`src/rtl/bus_arbiter_pkg.sv`:
```
// constants for the secondary bus request arbiter
package bus_arbiter_pkg;
    localparam int          NUM_REQ         = 9;
    localparam logic [7:0]  CFG_OFFSET      = 8'h48;
    localparam int          ENABLE_LSB      = 0;
    localparam int          STRAP_BIT       = 9;
    localparam int          TIMEOUT_EN_BIT  = 10;
    localparam int          REFRESH_EN_BIT  = 11;
    localparam int          FAIR_LSB        = 12;
    localparam int          FAIR_MSB        = 19;
    localparam int          TOGGLE_EN_BIT   = 20;
    localparam int          PRIO_LSB        = 22;
    localparam logic [8:0]  ENABLE_RESET    = 9'h1ff;
    localparam logic [7:0]  FAIR_RESET      = 8'h08;
    localparam logic [8:0]  PRIO_RESET      = 9'h001;
    localparam logic [31:0] WRITE_MASK      = 32'h7fdffdff;
    localparam logic [4:0]  BROKEN_CYCLES   = 5'h10;
    localparam logic [1:0]  TOGGLE_DELAY    = 2'h2;
endpackage

```
`src/rtl/bus_request_arbiter.sv`:
```
// arbiter granting the secondary bus among internal and eight external masters
`timescale 1ns/1ps
`default_nettype none
module bus_request_arbiter
    import bus_arbiter_pkg::*;
(
    input  wire logic              clk_i,
    input  wire logic              resetn_i,
    input  wire logic [8:0]        req_n_i,
    input  wire logic              frame_n_i,
    input  wire logic              irdy_n_i,
    input  wire logic              arbiter_select_strap_i,
    input  wire logic              cfg_wr_i,
    input  wire logic [7:0]        cfg_addr_i,
    input  wire logic [31:0]       cfg_wdata_i,
    output logic      [31:0]       cfg_rdata_o,
    output logic      [8:0]        gnt_n_o,
    output logic      [8:0]        broken_o
);
    typedef enum logic [1:0] {IDLE, WAIT_FRAME, OWNED} arb_state_t;

    // pin inputs pass two flops; only the second stage is used
    logic [8:0] req_s1, req_s2;
    logic       frame_s1, frame_s2, irdy_s1, irdy_s2, strap_s1, strap_s2;
    always_ff @(posedge clk_i) begin
        if (!resetn_i) begin
            req_s1   <= 9'h1ff;
            req_s2   <= 9'h1ff;
            frame_s1 <= 1'b1;
            frame_s2 <= 1'b1;
            irdy_s1  <= 1'b1;
            irdy_s2  <= 1'b1;
            strap_s1 <= 1'b0;
            strap_s2 <= 1'b0;
        end else begin
            req_s1   <= req_n_i;
            req_s2   <= req_s1;
            frame_s1 <= frame_n_i;
            frame_s2 <= frame_s1;
            irdy_s1  <= irdy_n_i;
            irdy_s2  <= irdy_s1;
            strap_s1 <= arbiter_select_strap_i;
            strap_s2 <= strap_s1;
        end
    end

    logic [8:0] enable, prio, broken, served, gnt_n;
    logic       timeout_en, refresh_en, toggle_en, ext_arb;
    logic [7:0] fair_field, fair_cnt;
    logic [4:0] idle_cnt;
    logic [1:0] tog_cnt;
    logic       fair_armed, frame_prev, tog_done;
    logic [3:0] owner;
    arb_state_t state;

    logic [8:0] next_enable, next_prio, next_broken, next_served, next_gnt_n;
    logic       next_timeout_en, next_refresh_en, next_toggle_en;
    logic       next_ext_arb, next_fair_armed, next_tog_done;
    logic [7:0] next_fair_field, next_fair_cnt;
    logic [4:0] next_idle_cnt;
    logic [1:0] next_tog_cnt;
    logic [3:0] next_owner;
    arb_state_t next_state;
    logic [31:0] reg_word, next_rdata;

    logic [8:0] req, eligible;
    logic       bus_idle, frame_fall, others_wait, cfg_hit;
    logic [3:0] pick;
    logic       pick_ok;

    assign req        = ~req_s2;
    assign bus_idle   = frame_s2 && irdy_s2;
    assign frame_fall = frame_prev && !frame_s2;
    assign cfg_hit    = cfg_wr_i && (cfg_addr_i == CFG_OFFSET);
    assign eligible   = req & enable & ~broken;

    // high-priority group first, then lowest index; a simple fixed scan
    always_comb begin
        pick    = 4'h0;
        pick_ok = 1'b0;
        for (int i = NUM_REQ - 1; i >= 0; i--) begin
            if (eligible[i] && !prio[i] && !pick_ok) pick = 4'(i);
        end
        for (int i = NUM_REQ - 1; i >= 0; i--) begin
            if (eligible[i] && prio[i]) pick = 4'(i);
        end
        pick_ok = |eligible;
    end

    always_comb begin
        others_wait = 1'b0;
        for (int i = 0; i < NUM_REQ; i++) begin
            if (eligible[i] && owner != 4'(i)) others_wait = 1'b1;
        end
    end

    always_comb begin
        reg_word = '0;
        reg_word[ENABLE_LSB +: NUM_REQ] = enable;
        reg_word[STRAP_BIT]             = ext_arb;
        reg_word[TIMEOUT_EN_BIT]        = timeout_en;
        reg_word[REFRESH_EN_BIT]        = refresh_en;
        reg_word[FAIR_MSB:FAIR_LSB]     = fair_field;
        reg_word[TOGGLE_EN_BIT]         = toggle_en;
        reg_word[PRIO_LSB +: NUM_REQ]   = prio;
        next_rdata = (cfg_addr_i == CFG_OFFSET) ? reg_word : 32'h0000_0000;
    end

    // configuration writes; the strap bit and reserved bits are read only
    always_comb begin
        next_enable     = enable;
        next_prio       = prio;
        next_timeout_en = timeout_en;
        next_refresh_en = refresh_en;
        next_fair_field = fair_field;
        next_toggle_en  = toggle_en;
        next_ext_arb    = strap_s2;
        if (cfg_hit) begin
            next_enable     = cfg_wdata_i[ENABLE_LSB +: NUM_REQ] ;
            next_timeout_en = cfg_wdata_i[TIMEOUT_EN_BIT];
            next_refresh_en = cfg_wdata_i[REFRESH_EN_BIT];
            next_fair_field = cfg_wdata_i[FAIR_MSB:FAIR_LSB];
            next_toggle_en  = cfg_wdata_i[TOGGLE_EN_BIT];
            next_prio       = cfg_wdata_i[PRIO_LSB +: NUM_REQ];
        end
    end

    // grant state machine
    always_comb begin
        next_state      = state;
        next_owner      = owner;
        next_gnt_n      = 9'h1ff;
        next_broken     = broken;
        next_served     = served;
        next_fair_cnt   = fair_cnt;
        next_fair_armed = fair_armed;
        next_idle_cnt   = idle_cnt;
        next_tog_cnt    = tog_cnt;
        next_tog_done   = tog_done;
        // without refresh a broken master that keeps requesting stays
        // broken; once its request drops it is ignored for good
        case (state)
            IDLE: begin
                if (!ext_arb && pick_ok) begin
                    next_state      = WAIT_FRAME;
                    next_owner      = pick;
                    next_gnt_n[pick] = 1'b0;
                    next_fair_cnt   = fair_field;
                    next_fair_armed = 1'b0;
                    next_idle_cnt   = '0;
                    next_tog_cnt    = '0;
                    next_tog_done   = 1'b0;
                end
            end
            WAIT_FRAME: begin
                next_gnt_n[owner] = 1'b0;
                if (!eligible[owner]) begin
                    next_gnt_n = 9'h1ff;
                    next_state = IDLE;
                end else if (!frame_s2) begin
                    next_state      = OWNED;
                    next_fair_armed = 1'b1;
                    next_served[owner] = 1'b1;
                end else if (timeout_en && bus_idle) begin
                    next_idle_cnt = idle_cnt + 5'h01;
                    if (idle_cnt + 5'h01 >= BROKEN_CYCLES) begin
                        next_gnt_n     = 9'h1ff;
                        next_broken[owner] = 1'b1;
                        next_state     = IDLE;
                    end
                end
            end
            OWNED: begin
                next_gnt_n[owner] = 1'b0;
                if (toggle_en && !tog_done) begin
                    if (tog_cnt == TOGGLE_DELAY) begin
                        next_gnt_n[owner] = 1'b1;
                        next_tog_done     = 1'b1;
                    end else begin
                        next_tog_cnt = tog_cnt + 2'h1;
                    end
                end
                if (frame_fall) next_fair_armed = 1'b1;
                if (fair_armed && others_wait && fair_cnt != 8'h00) begin
                    next_fair_cnt = fair_cnt - 8'h01;
                end
                if (!eligible[owner] ||
                    (fair_field != 8'h00 && others_wait && fair_armed &&
                     fair_cnt == 8'h01)) begin
                    next_gnt_n = 9'h1ff;
                    next_state = IDLE;
                end
            end
            default: next_state = IDLE;
        endcase
        // refresh broken state once every non-broken master was served
        if (refresh_en && (broken != 9'h000) &&
            ((next_served | broken) == 9'h1ff)) begin
            // a master timing out in this same cycle stays broken: set wins
            next_broken = next_broken & ~broken;
            next_served = 9'h000;
        end
        if (ext_arb) next_gnt_n = 9'h1ff;
    end

    // all state registers apart from the input synchronisers, including configuration
    always_ff @(posedge clk_i) begin
        if (!resetn_i) begin
            enable      <= ENABLE_RESET;
            prio        <= PRIO_RESET;
            timeout_en  <= 1'b0;
            refresh_en  <= 1'b0;
            fair_field  <= FAIR_RESET;
            toggle_en   <= 1'b0;
            ext_arb     <= 1'b0;
            state       <= IDLE;
            owner       <= 4'h0;
            gnt_n       <= 9'h1ff;
            broken      <= 9'h000;
            served      <= 9'h000;
            fair_cnt    <= FAIR_RESET;
            fair_armed  <= 1'b0;
            idle_cnt    <= 5'h00;
            tog_cnt     <= 2'h0;
            tog_done    <= 1'b0;
            frame_prev  <= 1'b1;
            cfg_rdata_o <= 32'h0000_0000;
        end else begin
            enable      <= next_enable;
            prio        <= next_prio;
            timeout_en  <= next_timeout_en;
            refresh_en  <= next_refresh_en;
            fair_field  <= next_fair_field;
            toggle_en   <= next_toggle_en;
            ext_arb     <= next_ext_arb;
            state       <= next_state;
            owner       <= next_owner;
            gnt_n       <= next_gnt_n;
            broken      <= next_broken;
            served      <= next_served;
            fair_cnt    <= next_fair_cnt;
            fair_armed  <= next_fair_armed;
            idle_cnt    <= next_idle_cnt;
            tog_cnt     <= next_tog_cnt;
            tog_done    <= next_tog_done;
            frame_prev  <= frame_s2;
            cfg_rdata_o <= next_rdata;
        end
    end

    assign gnt_n_o  = gnt_n;
    assign broken_o = broken;

    one_grant_a: assert property (@(posedge clk_i) disable iff (!resetn_i)
        $countones(~gnt_n) <= 1)
        else $error("more than one grant active");
    no_bad_grant_a: assert property (@(posedge clk_i) disable iff (!resetn_i)
        ((~gnt_n) & (~enable | broken)) == 9'h000 || $changed(enable)
        || $changed(broken))
        else $error("grant to disabled or broken master");
    // readback of bit 9 lags the synchronised strap by two edges
    strap_read_a: assert property (@(posedge clk_i) disable iff (!resetn_i)
        ##2 ($past(cfg_addr_i) != CFG_OFFSET ||
             cfg_rdata_o[STRAP_BIT] == $past(strap_s2, 2)))
        else $error("strap bit does not follow strap");
    timeout_drop_a: assert property (@(posedge clk_i) disable iff (!resetn_i)
        (state == WAIT_FRAME && next_state == IDLE && eligible[owner])
        |=> gnt_n == 9'h1ff && broken[$past(owner)])
        else $error("timeout did not drop grant and mark broken");
    timeout_off_a: assert property (@(posedge clk_i) disable iff (!resetn_i)
        !timeout_en |=> $stable(broken) || $past(refresh_en))
        else $error("broken set with timeout off");
    fair_reload_a: assert property (@(posedge clk_i) disable iff (!resetn_i)
        (state == IDLE && next_state == WAIT_FRAME)
        |=> fair_cnt == $past(fair_field))
        else $error("fairness counter not reloaded");
    fair_zero_a: assert property (@(posedge clk_i) disable iff (!resetn_i)
        (state == OWNED && fair_field == 8'h00 && eligible[owner]
         && !toggle_en && !cfg_hit) |=> !gnt_n[$past(owner)])
        else $error("grant removed with fairness zero");
    no_toggle_a: assert property (@(posedge clk_i) disable iff (!resetn_i)
        (state == OWNED && !toggle_en && eligible[owner]
         && !(fair_armed && others_wait && fair_cnt == 8'h01)
         && !cfg_hit) |=> !gnt_n[$past(owner)])
        else $error("grant dropped with toggle off");
endmodule
`default_nettype wire

```
`config.mk`:
```
export PLATFORM = sky130hd
export DESIGN_NAME = bus_request_arbiter
export DESIGN_NICKNAME = d
export VERILOG_FILES = /design/src/rtl/bus_arbiter_pkg.sv /design/src/rtl/bus_request_arbiter.sv
export SDC_FILE = /design/constraint.sdc
export NUM_CORES = 1
export LEC_CHECK = 0
export BUFFER_PORTS_ARGS = -buffer_cell sky130_fd_sc_hd__clkbuf_2
export CAP_MARGIN = 20
export CELL_PAD_IN_SITES_DETAIL_PLACEMENT = 0
export CELL_PAD_IN_SITES_GLOBAL_PLACEMENT = 1
export CORE_MARGIN = 8
export CORE_UTILIZATION = 42
export CTS_BUF_LIST = sky130_fd_sc_hd__clkbuf_8 sky130_fd_sc_hd__clkbuf_16
export DETAILED_ROUTE_END_ITERATION = 10
export GPL_TIMING_DRIVEN = 0
export PLACE_DENSITY = 0.83
export RECOVER_POWER = 25
export SLEW_MARGIN = 25
export SYNTH_ARGS = -nofsm -noshare
export SYNTH_HDL_FRONTEND = slang
export SYNTH_SLANG_ARGS = --single-unit
```
`constraint.sdc`:
```
create_clock -name clk_i -period 3 [get_ports clk_i]
set_input_delay 0.6 -clock clk_i [delete_from_list [all_inputs] [get_ports clk_i]]
set_output_delay 0.6 -clock clk_i [all_outputs]
set_load 0.01 [all_outputs]
```
==> flow_summary.yaml <==
placed_design:
  placed_area_sq_um: 6770
  gp_congestion: 0.9482
  io_buffers: 99
  hpwl_mm: 14.22
  place_ws_ps: -306.3
logic_synthesis:
  synthMuxAreaShare: 0.01742
  synth-compound-area-share: 0.1808
  seq_area_frac_synth: 0.4479
  netlist.top_cell.by_area: "dfxtp_1"
  ys_warn_count: 0
  async_flop_share: 0
  synth_top_family_by_area: "simple AND/OR/NAND/NOR gates"
  ys.flop_type: "dfxtp_1"
  post_synth.cell_area_avg_sq_um: 8.848
  synth_area_leaders: "dfxtp_1, nand2_1, a21oi_1"
  synth_xor_area_frac: 0.001451
  synth_area_sq_um: 6035
  synth_simple_gate_area_frac: 0.2859
  postSynthCellCount: 682
  ys_seq_elements: 135
  synth_fa_ha_area_frac: 0.01659
  netlist.area_leader.share: 0.4479
  yosysUniqueCellTypes: 75
  synth_edf_count: 0
pwr:
  power.share.switching: 0.2597
  irDropWorstVdd_mv: 0.4721
  clkPwrFrac: 0.449
  p_sw_w: 0.001218
  pwr-share-seq: 0.404
  powerDensity_nw_per_um2: 626.8
  p_int_w: 0.003473
  leakage_nw: 2.933
  comb_power_share: 0.147
run:
  drv_cap: 0
detailed_routing:
  avgViaCountPerCell: 5.611
  vias: 5611
  drt-initial-drc-count: 432
  routedWlPerCell_um: 18.84
  ant_nets: 0
  firstDrtPassIters: 6
  wirelength_mm: 18.84
  drc: 0
global_routing:
  antenna_found_initial: 0
  grt_pass1_vias: 5538
  grt_pass1_wl_mm: 29.26
  grt_util_all_layers: 0.2062
  overflow: 0
  grt_max_degree: 17
worst_setup_path:
  path_class: "reg -> reg"
  cp_cell_sequence: "or3b_1, mux4_2, nor3b_1, or2_4, a311o_2, a21boi_4, o2111ai_1"
  critPathMaxFanout: 8
  crit_family: "simple AND/OR/NAND/NOR gates"
  cp.arrival_ps: 3200
  critPathRequiredTime_ps: 3260
  cp_num_buf_inv: 0
  cp-end-kind: "register"
  r2r_setup_slack_ps: 70
  start_kind: "register"
  slowest_delay_ps: 540
  cpMaxStageDelayCell: "mux4_2"
sta:
  min_period_ps: 2935
  worst_pin_slew_ps: 799.0
  slew_headroom: 0.4624
  setup_slack_ps: 65.19
  fmax_mhz: 340.7
  rsz0062_at_grt: "no"
  setup_viol: 0
  finalCritPeriodShare: 0.9783
  timing.hold.ws_ps: 359.3
  skew_ps: 8.989
  maxSlewViolCount: 0
  final_hold_viol_count: 0
  fin_setup_tns_ps: 0
clock_tree:
  htree_levels: 4
  cts_tree: "built"
  cts.sinks: 135
  numCtsBuffers: 17
  postCtsHoldBufs: 0
  clockBufferDepth: 2
  cts_root_buf: "clkbuf_16"
  clock_latency_ps: 420
  path_clk_slew_ps: 60
floorplanning:
  die_area_sq_um: 18460
  io_pins: 105
  die-height_um: 135.9
  core_sq_um: 14260
  die_w_um: 135.9
  start_util: 0.4232
  rows: 44
min_path:
  min_path_type: "in -> reg"
layout:
  nNetsFinal: 866
  final_area_sq_um: 7485
  fill_cells: 1364
  syn_to_final_growth_pct: 24.03
  drive_gt1_frac: 0.1728
  n_antenna_cell: 0
run_status:
  status: "complete, no violations"
[worst reg2reg max path, delay by kind of cell, from the launching register on]
family             cells  cell delay (ps)
AOI/OAI and AO/OA      3              850
DFF                    1              390
and+or+nand+nor        3             1000
muxes                  1              540
[area by class of cell]
class | count | area (sq um) | area share
multi-input cells | 484 | 3177 | 0.4244
flip-flops and latches | 135 | 2704 | 0.3612
repair buffers | 101 | 473.0 | 0.06319
clock buffers | 20 | 466.7 | 0.06235
well taps | 184 | 230.2 | 0.03076
plain buffers | 42 | 216.5 | 0.02892
clock inverters | 12 | 135.1 | 0.01805
inverters | 22 | 82.58 | 0.01103
[layer usage]
layer | global-route usage | share of wire | vias up
met5 | 0 | 0 | -
met4 | 0.08603 | 0.023 | 0
li1 | - | - | 2719
met1 | 0.2477 | 0.44 | 2678
met3 | 0.05580 | 0.053 | 34
met2 | 0.3414 | 0.48 | 180
[synthesized netlist by cell type (11+ instances only)]
cell	n
inv_1	21
nand2_1	89
dfxtp_1	135
nand2b_1	26
and3_1	31
o31ai_1	11
nor2_1	43
o21ai_0	20
a21oi_1	48
nand3_1	25
nor4b_1	12
clkbuf_1	29
[flip-flops by register name, summed over array words and instances, names as in the netlist, 4 cells and up]
name,cells
cfg_rdata_o,30
broken_o,9
req_s1,9
idle_cnt,5
gnt_n_o,9
fair_field,8
served,9
owner,4
prio,9
req_s2,9
enable,9
fair_cnt,8
[path summary, 6_finish.rpt]
kind,endpoint,startpoint,cells after the start
worst max-delay path,gnt_n_o[5],broken_o[2],7
worst min-delay path,req_s1[3],req_n_i[3],2
worst max register to register,gnt_n_o[5],broken_o[2],7
worst min register to register,req_s2[8],req_s1[8],1
[metrics by stage]
step / util / power (W) / instances
after floorplan: - / 0.002346 / 683
after global placement: 0.4744 / 0.002543 / 966
after detailed placement: 0.4748 / 0.002556 / 966
after CTS: 0.5228 / 0.004685 / 999
after global routing: 0.5249 / 0.004871 / 1000
final: 0.5249 / 0.004691 / 1000
[cells in the final DEF, fill, tap and decap left out, types with 7 or more instances in the layout]
cell type	n
nand2b_1	26
dfxtp_1	134
o2bb2ai_1	9
nor2_1	43
clkbuf_2	60
nor3_1	7
nor3b_1	7
o31ai_1	11
nand2_1	89
nand3_1	25
o21ai_0	19
nand4_1	9
clkbuf_1	68
a211oi_1	7
and2_1	9
ha_1	7
nor4b_1	9
o2111ai_1	8
or4bb_1	7
and3_1	31
a21oi_1	48
clkbuf_16	17
inv_1	25
[power by group through the flow]
stage | clock network [W] | registers [W] | logic [W]
global route | 0.00222 | 0.00190 | 0.000750
CTS | 0.00214 | 0.00189 | 0.000657
floorplan | 0 | 0.00192 | 0.000422
detailed placement | 0 | 0.00193 | 0.000631
finish | 0.00211 | 0.00189 | 0.000689
global placement | 0 | 0.00192 | 0.000621
[repair_timing]
| action | 4_1_cts | 5_1_grt |
|---|---|---|
| pin swaps | 1 | 3 |
| resized for setup | 11 | 10 |
| endpoints found under the setup margin | 35 | 30 |
| buffers inserted | 1 | 1 |
[cells by family after synthesis]
family / Yosys count
compound gates: 156
xor+xnor: 1
fa+ha+maj: 8
buf+inv: 64
flops: 135
mux: 8
other cells: 1
simple gates: 309
No activity file was read; power rests on OpenSTA's default activity.
